File: config.mk
export PLATFORM = sky130hd
export DESIGN_NAME = spc_top
export DESIGN_NICKNAME = d
export VERILOG_FILES = /design/src/core/spc_hold_cell.v /design/src/core/spc_top.v
export VERILOG_INCLUDE_DIRS = /design/src /design/src/shared
export SDC_FILE = /design/constraint.sdc
export NUM_CORES = 1
export LEC_CHECK = 0
export BUFFER_PORTS_ARGS = -buffer_cell sky130_fd_sc_hd__buf_4
export CAP_MARGIN = 20
export CORE_AREA = 10 10 223 225
export CTS_CLUSTER_DIAMETER = 40
export DETAILED_ROUTE_END_ITERATION = 10
export DIE_AREA = 0 0 233 235
export PLACE_DENSITY = 0.53
export RECOVER_POWER = 50
export SYNTH_ARGS = -nofsm -noshare
export SYNTH_HDL_FRONTEND = slang
export SYNTH_SLANG_ARGS = --single-unit
export TNS_END_PERCENT = 10
File: constraint.sdc
create_clock -name pclk -period 2.9 [get_ports pclk]
set_clock_uncertainty 0.05 [all_clocks]
set_input_delay 0.58 -clock pclk [delete_from_list [all_inputs] [get_ports pclk]]
set_output_delay 0.58 -clock pclk [all_outputs]
set_load 0.02 [all_outputs]
File: src/shared/spc_defs.vh
`ifndef SPC_DEFS_VH
`define SPC_DEFS_VH

// register byte offsets on the apb bus
`define SPC_OFF_STANDBY_SELECT_CTRL    8'h00
`define SPC_OFF_STANDBY_SELECT_CTRL3   8'h04
`define SPC_OFF_BUS_COMMON   8'h08
`define SPC_OFF_HC_PIN_CTRL  8'h0C
`define SPC_OFF_MODULE_STOP  8'h10
`define SPC_OFF_STATUS       8'h14

// standby_control_reg fields
`define SPC_BIT_STANDBY_SELECT  0
// standby_control_reg_three fields
`define SPC_BIT_GLOBAL_FLOAT    0
// bus_common_control_reg fields
`define SPC_BIT_CLOCK_DRIVE     0
`define SPC_BIT_MEMORY_DRIVE    1
`define SPC_BIT_SDRAM_DRIVE     2
// high_current_pin_control_reg fields, one per group of six pins
`define SPC_BIT_PD_LOW_KEEP     0
`define SPC_BIT_PD_HIGH_KEEP    1
`define SPC_BIT_PE_LOW_KEEP     2
`define SPC_BIT_PE_HIGH_KEEP    3
// status register fields
`define SPC_BIT_ST_RUN          0
`define SPC_BIT_ST_SLEEP        1
`define SPC_BIT_ST_SW_STANDBY   2
`define SPC_BIT_ST_EXT_BUS      3
`define SPC_POS_ST_STOPPED      8

// reset values
`define SPC_RST_STANDBY_SELECT_CTRL    1'h0
`define SPC_RST_STANDBY_SELECT_CTRL3   1'h0
`define SPC_RST_BUS_COMMON   3'h0
`define SPC_RST_HC_PIN_CTRL  4'h0

// pin counts
`define SPC_DATA_BUS_W       32
`define SPC_HC_GROUP_PINS    6
`define SPC_HC_GROUPS        4

`endif

File: src/core/spc_hold_cell.v
`timescale 1ns/10ps
`include "spc_defs.vh"

// follows the live pin drive while hold is low; freezes the last
// value seen before hold rose, so the pin keeps its pre-standby state
module spc_hold_cell #(
	parameter W = 8
) (
	input  wire         pclk,
	input  wire         presetn,
	input  wire         ce,
	input  wire         hold,
	input  wire [W-1:0] live_o,
	input  wire [W-1:0] live_oe,
	output wire [W-1:0] pin_o,
	output wire [W-1:0] pin_oe
);
	reg [W-1:0] cap_o_ff;
	reg [W-1:0] cap_oe_ff;

	always @(posedge pclk or negedge presetn) begin
		if (!presetn) begin
			cap_o_ff  <= {W{1'b0}};
			cap_oe_ff <= {W{1'b0}};
		end else if (ce && !hold) begin
			cap_o_ff  <= live_o;
			cap_oe_ff <= live_oe;
		end
	end

	assign pin_o  = hold ? cap_o_ff : live_o;
	assign pin_oe = hold ? cap_oe_ff : live_oe;
endmodule

File: src/core/spc_top.v
// Summary of operation
// - in sleep every pin follows its still-running peripheral.
// - stopped module whose registers reset returns its pins to default.
// - stopped module keeping registers holds its pins as before stop.
// - software standby floats all 32 data bus lines unconditionally.
// - other bus groups drive when their bit is 1, float when 0.
// - clock bit covers bus clock; memory bit address strobes; control bit sdram.
// - high-current pin floats if group bit 0, float bit 1, or input.
// - high-current output keeps level when group bit 1 and float bit 0.
// - four group bits each cover six timer pins on ports d and e.
// - float bit 1 floats general pins in software standby; address-function pins follow the memory bit.
// - float bit 0 keeps outputs, floats pins set as inputs.
// - float bit 0 drives interrupt and refresh request outputs high.
// - float bit 0 keeps management data pin direction unchanged.
// - watchdog overflow holds; crystal drives go low, regardless of bits.
// - listed inputs keep receiving; others float as inputs in standby.
// - emulation mode input stays input with internal pull-up.
// - multiplexed pin standby state follows boot straps, flash enable, pin function.
// - sleep instruction enters software standby if select bit 1, else sleep.
// - module stop bit 1 gates its clock; 0 restores operation.
//
// The address map and the APB slave port are this design's own decisions.
`timescale 1ns/10ps
`include "spc_defs.vh"

module spc_top #(
	parameter MEM_W    = 32,
	parameter CTL_W    = 5,
	parameter GEN_W    = 16,
	parameter NMOD     = 4,
	parameter MPW      = 4,
	parameter MOD_INIT = 4'b0101
) (
	input  wire                   pclk,
	input  wire                   presetn,
	input  wire                   ce,
	input  wire                   psel,
	input  wire                   penable,
	input  wire                   pwrite,
	input  wire [7:0]             paddr,
	input  wire [31:0]            pwdata,
	output wire                   pready,
	output wire                   pslverr,
	output wire [31:0]            prdata,
	input  wire                   sleep_instr,
	input  wire                   wake_pin,
	input  wire                   boot_mode_pin_a,
	input  wire                   boot_mode_pin_b,
	input  wire                   flash_write_enable_pin,
	input  wire [GEN_W-1:0]       gen_bus_function,
	output wire [NMOD-1:0]        module_clock_en,
	input  wire [31:0]            dbus_live_o,
	input  wire [31:0]            dbus_live_oe,
	output wire [31:0]            dbus_o,
	output wire [31:0]            dbus_oe,
	input  wire                   bus_clk_live_o,
	output wire                   bus_clk_o,
	output wire                   bus_clk_oe,
	input  wire [MEM_W-1:0]       mem_live_o,
	output wire [MEM_W-1:0]       mem_o,
	output wire [MEM_W-1:0]       mem_oe,
	input  wire [CTL_W-1:0]       sdram_live_o,
	output wire [CTL_W-1:0]       sdram_o,
	output wire [CTL_W-1:0]       sdram_oe,
	input  wire [23:0]            hc_live_o,
	input  wire [23:0]            hc_live_oe,
	output wire [23:0]            hc_o,
	output wire [23:0]            hc_oe,
	input  wire [GEN_W-1:0]       gen_live_o,
	input  wire [GEN_W-1:0]       gen_live_oe,
	output wire [GEN_W-1:0]       gen_o,
	output wire [GEN_W-1:0]       gen_oe,
	input  wire                   mdio_live_o,
	input  wire                   mdio_live_oe,
	output wire                   mdio_o,
	output wire                   mdio_oe,
	input  wire                   interrupt_request_live,
	input  wire                   refresh_request_live,
	output wire                   interrupt_request_output,
	output wire                   interrupt_request_oe,
	output wire                   refresh_request_output,
	output wire                   refresh_request_oe,
	input  wire                   watchdog_live_o,
	output wire                   watchdog_overflow_output,
	input  wire                   main_crystal_live,
	input  wire                   usb_crystal_live,
	output wire                   main_crystal_drive,
	output wire                   usb_crystal_drive,
	output wire                   wake_input_en,
	output wire                   float_input_en,
	output wire                   emulation_mode_input_pullup,
	input  wire [NMOD*MPW-1:0]    mod_live_o,
	input  wire [NMOD*MPW-1:0]    mod_live_oe,
	output wire [NMOD*MPW-1:0]    mod_o,
	output wire [NMOD*MPW-1:0]    mod_oe
);
	localparam [2:0] M_RUN = 3'b001;
	localparam [2:0] M_SLP = 3'b010;
	localparam [2:0] M_SSB = 3'b100;

	// positions of each pin group inside the shared hold vector
	localparam P_CK  = 32;
	localparam P_MEM = P_CK + 1;
	localparam P_CTL = P_MEM + MEM_W;
	localparam P_HC  = P_CTL + CTL_W;
	localparam P_GEN = P_HC + 24;
	localparam P_MD  = P_GEN + GEN_W;
	localparam P_WD  = P_MD + 1;
	localparam HW    = P_WD + 1;

	reg  [2:0]      mode_ff;
	reg  [2:0]      nxt_mode;
	reg             standby_select_ff;
	reg             global_standby_float_ff;
	reg             clock_pin_standby_drive_ff;
	reg             memory_pin_standby_drive_ff;
	reg             sdram_ctrl_pin_standby_drive_ff;
	reg  [3:0]      hc_keep_ff;
	reg  [NMOD-1:0] module_stop_ff;
	reg  [31:0]     prdata_ff;
	reg  [2:0]      strap_s1_ff;
	reg  [2:0]      strap_s2_ff;
	reg             strap_done_ff;
	reg             ext_bus_ff;
	reg             wake_s1_ff;
	reg             wake_s2_ff;

	wire ssb = mode_ff[2];
	wire flt = global_standby_float_ff;

	// apb slave, zero wait states; pready drops while the clock enable is low
	wire wr_en  = psel && penable && pwrite && ce;
	wire setup  = psel && !penable && ce;
	wire hit    = (paddr == `SPC_OFF_STANDBY_SELECT_CTRL) || (paddr == `SPC_OFF_STANDBY_SELECT_CTRL3) ||
		(paddr == `SPC_OFF_BUS_COMMON) || (paddr == `SPC_OFF_HC_PIN_CTRL) ||
		(paddr == `SPC_OFF_MODULE_STOP) || (paddr == `SPC_OFF_STATUS);
	assign pready  = ce;
	assign pslverr = psel && penable && !hit;
	assign prdata  = prdata_ff;

	always @(posedge pclk or negedge presetn) begin
		if (!presetn) begin
			standby_select_ff               <= `SPC_RST_STANDBY_SELECT_CTRL;
			global_standby_float_ff         <= `SPC_RST_STANDBY_SELECT_CTRL3;
			clock_pin_standby_drive_ff      <= 1'b0;
			memory_pin_standby_drive_ff     <= 1'b0;
			sdram_ctrl_pin_standby_drive_ff <= 1'b0;
			hc_keep_ff                      <= `SPC_RST_HC_PIN_CTRL;
			module_stop_ff                  <= {NMOD{1'b0}};
		end else if (wr_en) begin
			case (paddr)
			`SPC_OFF_STANDBY_SELECT_CTRL: begin
				standby_select_ff <= pwdata[`SPC_BIT_STANDBY_SELECT];
			end
			`SPC_OFF_STANDBY_SELECT_CTRL3: begin
				global_standby_float_ff <= pwdata[`SPC_BIT_GLOBAL_FLOAT];
			end
			`SPC_OFF_BUS_COMMON: begin
				clock_pin_standby_drive_ff      <= pwdata[`SPC_BIT_CLOCK_DRIVE];
				memory_pin_standby_drive_ff     <= pwdata[`SPC_BIT_MEMORY_DRIVE];
				sdram_ctrl_pin_standby_drive_ff <= pwdata[`SPC_BIT_SDRAM_DRIVE];
			end
			`SPC_OFF_HC_PIN_CTRL: begin
				hc_keep_ff <= pwdata[3:0];
			end
			`SPC_OFF_MODULE_STOP: begin
				module_stop_ff <= pwdata[NMOD-1:0];
			end
			default: begin
			end
			endcase
		end
	end

	// read data is latched in the setup cycle so it comes from a flop
	always @(posedge pclk or negedge presetn) begin
		if (!presetn) begin
			prdata_ff <= 32'h00000000;
		end else if (setup) begin
			prdata_ff <= 32'h00000000;
			case (paddr)
			`SPC_OFF_STANDBY_SELECT_CTRL: begin
				prdata_ff[`SPC_BIT_STANDBY_SELECT] <= standby_select_ff;
			end
			`SPC_OFF_STANDBY_SELECT_CTRL3: begin
				prdata_ff[`SPC_BIT_GLOBAL_FLOAT] <= global_standby_float_ff;
			end
			`SPC_OFF_BUS_COMMON: begin
				prdata_ff[2:0] <= {sdram_ctrl_pin_standby_drive_ff, memory_pin_standby_drive_ff,
					clock_pin_standby_drive_ff};
			end
			`SPC_OFF_HC_PIN_CTRL: begin
				prdata_ff[3:0] <= hc_keep_ff;
			end
			`SPC_OFF_MODULE_STOP: begin
				prdata_ff[NMOD-1:0] <= module_stop_ff;
			end
			`SPC_OFF_STATUS: begin
				prdata_ff[2:0] <= mode_ff;
				prdata_ff[`SPC_BIT_ST_EXT_BUS] <= ext_bus_ff;
				prdata_ff[`SPC_POS_ST_STOPPED +: NMOD] <= module_stop_ff;
			end
			default: begin
			end
			endcase
		end
	end

	// straps and the wake pin come from outside, two flops first
	always @(posedge pclk or negedge presetn) begin
		if (!presetn) begin
			strap_s1_ff   <= 3'h0;
			strap_s2_ff   <= 3'h0;
			strap_done_ff <= 1'b0;
			ext_bus_ff    <= 1'b0;
			wake_s1_ff    <= 1'b0;
			wake_s2_ff    <= 1'b0;
		end else if (ce) begin
			strap_s1_ff <= {flash_write_enable_pin, boot_mode_pin_b, boot_mode_pin_a};
			strap_s2_ff <= strap_s1_ff;
			wake_s1_ff  <= wake_pin;
			wake_s2_ff  <= wake_s1_ff;
			// resampled every run-mode cycle; the first, two cycles after release, sees the unfilled synchroniser
			strap_done_ff <= 1'b1;
			if (strap_done_ff == 1'b0) begin
				ext_bus_ff <= 1'b0;
			end else if (strap_done_ff && !ssb && mode_ff == M_RUN) begin
				ext_bus_ff <= !(strap_s2_ff[0] && strap_s2_ff[1]);
			end
		end
	end

	always @* begin
		nxt_mode = mode_ff;
		case (mode_ff)
		M_RUN: begin
			if (sleep_instr) begin
				nxt_mode = standby_select_ff ? M_SSB : M_SLP;
			end
		end
		M_SLP: begin
			if (wake_s2_ff) begin
				nxt_mode = M_RUN;
			end
		end
		M_SSB: begin
			if (wake_s2_ff) begin
				nxt_mode = M_RUN;
			end
		end
		default: begin
			nxt_mode = M_RUN;
		end
		endcase
	end

	always @(posedge pclk or negedge presetn) begin
		if (!presetn) begin
			mode_ff <= M_RUN;
		end else if (ce) begin
			mode_ff <= nxt_mode;
		end
	end

	// one hold vector for every pin that standby freezes
	wire [HW-1:0] live_o  = {watchdog_live_o, mdio_live_o, gen_live_o, hc_live_o, sdram_live_o,
		mem_live_o, bus_clk_live_o, dbus_live_o};
	wire [HW-1:0] live_oe = {1'b1, mdio_live_oe, gen_live_oe, hc_live_oe, {CTL_W{1'b1}},
		{MEM_W{1'b1}}, 1'b1, dbus_live_oe};
	wire [HW-1:0] hv_o;
	wire [HW-1:0] hv_oe;

	spc_hold_cell #(.W(HW)) u_standby_hold (
		.pclk    (pclk),
		.presetn (presetn),
		.ce      (ce),
		.hold    (ssb),
		.live_o  (live_o),
		.live_oe (live_oe),
		.pin_o   (hv_o),
		.pin_oe  (hv_oe)
	);

	// outside standby the cell passes live drive through, so sleep follows peripherals
	assign dbus_o     = hv_o[31:0];
	assign dbus_oe    = ssb ? 32'h00000000 : hv_oe[31:0];
	assign bus_clk_o  = hv_o[P_CK];
	assign bus_clk_oe = ssb ? clock_pin_standby_drive_ff : 1'b1;
	assign mem_o      = hv_o[P_MEM +: MEM_W];
	assign mem_oe     = {MEM_W{!ssb || memory_pin_standby_drive_ff}};
	assign sdram_o    = hv_o[P_CTL +: CTL_W];
	assign sdram_oe   = {CTL_W{!ssb || sdram_ctrl_pin_standby_drive_ff}};

	genvar i;
	generate
		for (i = 0; i < 24; i = i + 1) begin : g_hc
			wire keep = hc_keep_ff[i / `SPC_HC_GROUP_PINS];
			assign hc_o[i]  = hv_o[P_HC + i];
			// captured direction floats inputs; output level is held
			assign hc_oe[i] = ssb ? (keep && !flt && hv_oe[P_HC + i]) : hv_oe[P_HC + i];
		end
		for (i = 0; i < GEN_W; i = i + 1) begin : g_gen
			// a multiplexed pin on an address function follows the memory group bit
			wire bus_fn = gen_bus_function[i] && ext_bus_ff && !strap_s2_ff[2];
			wire sb_oe  = bus_fn ? memory_pin_standby_drive_ff : (!flt && hv_oe[P_GEN + i]);
			assign gen_o[i]  = hv_o[P_GEN + i];
			assign gen_oe[i] = ssb ? sb_oe : hv_oe[P_GEN + i];
		end
		for (i = 0; i < NMOD; i = i + 1) begin : g_mod
			wire [MPW-1:0] c_o;
			wire [MPW-1:0] c_oe;
			assign module_clock_en[i] = !module_stop_ff[i];
			spc_hold_cell #(.W(MPW)) u_mod_hold (
				.pclk    (pclk),
				.presetn (presetn),
				.ce      (ce),
				.hold    (module_stop_ff[i]),
				.live_o  (mod_live_o[i*MPW +: MPW]),
				.live_oe (mod_live_oe[i*MPW +: MPW]),
				.pin_o   (c_o),
				.pin_oe  (c_oe)
			);
			// default state: released input with output low
			assign mod_o[i*MPW +: MPW]  = (module_stop_ff[i] && MOD_INIT[i]) ? {MPW{1'b0}} : c_o;
			assign mod_oe[i*MPW +: MPW] = (module_stop_ff[i] && MOD_INIT[i]) ? {MPW{1'b0}} : c_oe;
		end
	endgenerate

	assign mdio_o  = hv_o[P_MD];
	assign mdio_oe = ssb ? (!flt && hv_oe[P_MD]) : hv_oe[P_MD];

	assign interrupt_request_output = ssb ? 1'b1 : interrupt_request_live;
	assign interrupt_request_oe     = !(ssb && flt);
	assign refresh_request_output   = ssb ? 1'b1 : refresh_request_live;
	assign refresh_request_oe       = !(ssb && flt);

	assign watchdog_overflow_output = hv_o[P_WD];
	assign main_crystal_drive       = ssb ? 1'b0 : main_crystal_live;
	assign usb_crystal_drive        = ssb ? 1'b0 : usb_crystal_live;

	// wake sources stay live; bus-grant, data, serial and analog inputs are gated
	assign wake_input_en               = 1'b1;
	assign float_input_en              = !ssb;
	assign emulation_mode_input_pullup = 1'b1;
endmodule

# Yosys cells after proc, flatten, opt, wreduce, memory -nomap -nowiden
# Index checks and enable logic that the tools add are counted.
[totals]
reg_bits = 273
inputBits = 288
out_inout_bits = 302
word_cells = 232
[op_classes]
n_eq_ne = 11
muxes = 83
reduce_logical = 117
[op_table]
columns = ["op", "n"]
rows = [
  ["$mux W112", 1],
  ["$mux W111", 1],
  ["$logic_and A1 B1 Y1", 90],
  ["$mux W1", 64],
  ["$mux W4", 9],
  ["$mux W32", 1],
  ["$eq A8 B4 Y1 const B", 2],
  ["$eq A8 B5 Y1 const B", 2],
  ["$reduce_and A2 Y1", 6],
  ["$logic_not A1 Y1", 11],
  ["$mux W3", 3],
  ["$eq A8 B3 Y1 const B", 1],
  ["$logic_not A8 Y1", 1],
  ["$pmux W2 S4", 1],
  ["$logic_or A1 B1 Y1", 7],
  ["$pmux W1 S6", 1],
  ["$pmux W3 S2", 1],
  ["$ne A2 B1 Y1 const B", 2],
  ["$eq A3 B1 Y1 const B", 1],
  ["$eq A3 B2 Y1 const B", 1],
  ["$eq A3 B3 Y1 const B", 1],
  ["$pmux W1 S3", 1],
  ["$reduce_and A3 Y1", 1],
  ["$ne A2 B2 Y1 const B", 1],
  ["$reduce_or A2 Y1", 1],
]

# Longest topological paths before layout
[logic_depth]
depth_word = 8
depth_mapped = 7
mapped_depth_nobuf = 4

# Cells and area by module
# Synthesis repeated with hierarchy kept, for this count alone.
[hier_totals]
cells_unflattened = 1176
area_unflattened_um2 = 16499.6
[modules_own_cells]
columns = ["mod", "n_inst", "cells_per_inst", "area_per_inst_um2", "seq_area_each_um2"]
rows = [
  ["spc_hold_cell at u_standby_hold", 1, 723, 11632.4, 5605.4],
  ["spc_top", 1, 345, 3080.5, 852.1],
  ["spc_hold_cell at g_mod[0].u_mod_hold ...", 4, 27, 446.7, 200.2],
]

# Worst setup path before layout
# No wires, ideal clock.
[synth_path]
path_kind = "reg2out"
startpoint = "reg memory_pin_standby_drive_ff"
endpoint = "out mem_oe[10]"
arrival_ns = 1.904
required_time_ns = 2.270
path_slack_ns = 0.366
stages_incl_launch_ff = 5
n_path_buf = 3
path_cell_list = "dfrtp_1 > clkbuf_1 > clkbuf_1 > nand2b_1 > buf_4"
[synth_between]
elab_chain_len = 1
[synth_lines]
columns = ["item", "line_no", "rtl"]
rows = [
  ["from (decl)", "spc_top.v:116", "reg memory_pin_standby_drive_ff;"],
  ["from (signal assigned)", "spc_top.v:160", "memory_pin_standby_drive_ff <= pwdata[`SPC_BIT_MEMORY_DRIVE];"],
  ["$logic_or A1 B1 Y1", "spc_top.v:290", "assign mem_oe = {MEM_W{!ssb || memory_pin_standby_drive_ff}};"],
  ["to (decl)", "spc_top.v:61", "output wire [MEM_W-1:0] mem_oe,"],
]
# No other way between the ends.

# Worst setup path in the final report
[layout_path]
startpoint = "reg mode_ff[2]"
endpoint = "out hc_oe[19]"
[layout_between]
elab_chain_len = 3
[layout_lines]
columns = ["item", "line_no", "rtl"]
rows = [
  ["from (decl)", "spc_top.v:111", "reg [2:0] mode_ff;"],
  ["from (signal assigned)", "spc_top.v:261", "mode_ff <= nxt_mode;"],
  ["$mux W111", "spc_hold_cell.v:32", "assign pin_oe = hold ? cap_oe_ff : live_oe;"],
  ["$logic_and A1 B1 Y1", "spc_top.v:300", "assign hc_oe[i] = ssb ? (keep && !flt && hv_oe[P_HC + i]) : hv_oe[P_HC + i];"],
  ["$mux W1 *", "spc_top.v:300", ""],
  ["to (decl)", "spc_top.v:68", "output wire [23:0] hc_oe,"],
]
# Mark *: on every way between the ends. The rest lies on a longest branch, timed or not.

==> results.cfg <==
[pwr]
peakVddDrop_uv = 639.2
power_mw = 10.63
p_per_area_mw_per_mm2 = 625.1
p_leak_nw = 7.804

[routing]
drc = 0
via_per_inst = 4.328
dr.pass1.iters = 4
drtIter0Drc = 335
detail-route-antenna-nets = 0
vias = 9159
routedWlPerCell_um = 19.29
drt-total-wl_um = 40830

[logic_synthesis]
syn_area_per_cell_sq_um = 11.42
async_reset_ff_share_pct = 100.0
synth_area_sq_mm = 0.01101
synthCells = 964
ys_seq_area_share_pct = 46.17
dominantRegCellSynth = dfrtp_1
synth.distinct_cells = 41
yosysWarnings = 0
synth_edf_count = 0
ys_seq_elements = 203

[cells_and_area]
fin_nets = 1767
most-common-layout-cells = 523 x buf_4, 291 x mux2_2, 201 x dfrtp_1
fillers = 4534
final_common_cell = buf_4
layout-drive-gt1-share_pct = 60.07
synthToLayoutAreaGrowth_pct = 54.51

[sta]
setup_ws_ns = 0.1688
max_freq_mhz = 366.1
slew_headroom_pct = -3.803
rsz0062_at_grt = no
tightest_slew_ns = 1.557
slew_viol_final = 58
fin_crit_sh_pct = 94.18
final.min_clock_period_ns = 2.731
finalSetupViolCount = 0
tns_ns = 0
finalHoldViolations = 0

[hold_path]
hold_class = primary input to register

[grt]
grt_max_degree = 68
grt_pass1_wl_um = 60290
grt_usage_pct = 14.09
grt_pass1_vias = 9661
antenna_found_initial = 3
overflow = 0

[placed_design]
finalWeightedCongestion = 0.7963
io_buffer_count = 535
hpwl_um = 32020
dp_slack_ns = 0.5939

[outcome]
violations = capacitance limit, slew limit
status = complete, but fails checks

[clock_network]
clk_latency_ns = 0.54
cts.sinks = 203
cts_buffers = 45
ctsResizeCount = 0
root_buffer = clkbuf_16
h-tree-depth = 2
cts.clk_slew.worst_paths_ns = 0.05
cts_tree = yes
clock_path_buffers = 3

[worst_setup_path]
crit_chain = buf_12 -> buf_4 -> nand2_1 -> o22ai_1 -> buf_4
start_kind = register
setup.worst_path.end_class = output pin
cp_common_cell = buf_4
cpPeakStageDelay_ns = 0.61
worst-path-buf-inv = 3
crit_family = buffers and inverters
cp.arrival_ns = 2.10
crit_slowest_cell = dfrtp_4
critPathMaxFanout = 59
critPathKind = register to output pin
crit_required_ns = 2.27

[floorplan]
rows = 78
io_pins = 590
core_area_sq_mm = 0.04509
die_y_um = 235
die_area_sq_mm = 0.05476
fp.dieW_um = 233
start_util_pct = 24.41

[run]
maxCapViolations = 1
-- area by class of cell --
type	count	area (sq um)	share of cell area, %
inverter	30	112.6	0.6622
clock inverter	26	435.4	2.561
sequential	203	5085	29.90
multi-input combinational	629	5140	30.23
tap	600	750.7	4.415
clock buffer	57	1242	7.306
antenna	1	2.502	0.01472
timing repair buffer	570	4237	24.91
-- power by group --
group          internal [mW]  total, mW  switching (mW)
Combinational          0.875       1.70           0.826
Sequential              3.12       3.26           0.147
Clock                   4.00       5.67            1.67
Total                   7.99       10.6            2.64
-- Yosys cell counts, types with 17 or more instances --
library cell  number  area, sq um
o22ai_1           26        162.7
mux2_2           291         3277
clkbuf_1          30        112.6
buf_2             31        155.2
dfrtp_1          202         5055
a31oi_1           17        106.4
buf_4             63        473.0
o21ai_0           27        135.1
nand2b_1          25        156.4
nor2b_1           52        325.3
nor2_1            22        82.58
a21oi_1           32        160.2
nand2_1           62        232.7
inv_1             29        108.9
-- flip-flops by register name, indices dropped and copies added (netlist names), 3 cells and up --
register and cells:
module_stop_ff 4, prdata 8, g_mod.u_mod_hold.cap_oe_ff 8, mode_ff 3, hc_keep_ff 4, strap_s2_ff 3
u_standby_hold.cap_oe_ff 41, u_standby_hold.cap_o_ff 112, g_mod.u_mod_hold.cap_o_ff 8, strap_s1_ff 3
-- what timing repair did --
item                                    CTS  global route
hold endpoints to repair                 37             0
setup buffers                             1             2
hold buffers                              1             0
endpoints found under the setup margin    6             5
-- kinds of logic (layout without fill, tap and decap cells) --
group                  count (synthesis)  in the layout  synth area share (%)
AND/OR/NAND/NOR                      184            184                 8.743
buffers and inverters                156            683                 7.822
flip-flops                           203            203                 46.17
multiplexers                         302            302                 30.82
other                                  2             27               0.06824
AO/OA/AOI/OAI                        117            117                 6.378
-- metal layers --
layer / routed length, um / track usage [%] / vias up
met5: 13 / 0 / -
met1: 15310 / 14.92 / 4367
met3: 4755 / 7.007 / 53
li1: - / - / 4340
met2: 19920 / 24.07 / 397
met4: 830 / 4.238 / 2
-- worst paths after layout --
| path | from | endpoint | slack, ns | depth (start not counted) |
|---|---|---|---|---|
| max | mode_ff[2] | hc_oe[19] | 0.17 | 5 |
| min | boot_mode_pin_a | strap_s1_ff[0] | 0.22 | 2 |
| max reg2reg | mode_ff[2] | u_standby_hold.cap_o_ff[42] | 0.27 | 5 |
| min reg2reg | u_standby_hold.cap_oe_ff[89] | u_standby_hold.cap_oe_ff[89] | 0.43 | 2 |
| max in group asynchronous | presetn | u_standby_hold.cap_o_ff[106] | 0.42 | 3 |
| min in group asynchronous | presetn | u_standby_hold.cap_o_ff[34] | 0.89 | 2 |
-- metrics by stage --
| stage | cells | hold WS, ns | area [sq um] | util [%] |
|---|---|---|---|---|
| floorplan | 988 | 0.2344 | 11100 | - |
| global placement | 2028 | 0.4137 | 15470 | 34.32 |
| detailed placement | 2028 | 0.4201 | 15470 | 34.32 |
| CTS | 2113 | 0.1747 | 17170 | 38.08 |
| global route | 2116 | 0.1839 | 17010 | 37.72 |
| finish | 2116 | 0.2177 | 17010 | 37.72 |
(Power assumes the default switching activity.)
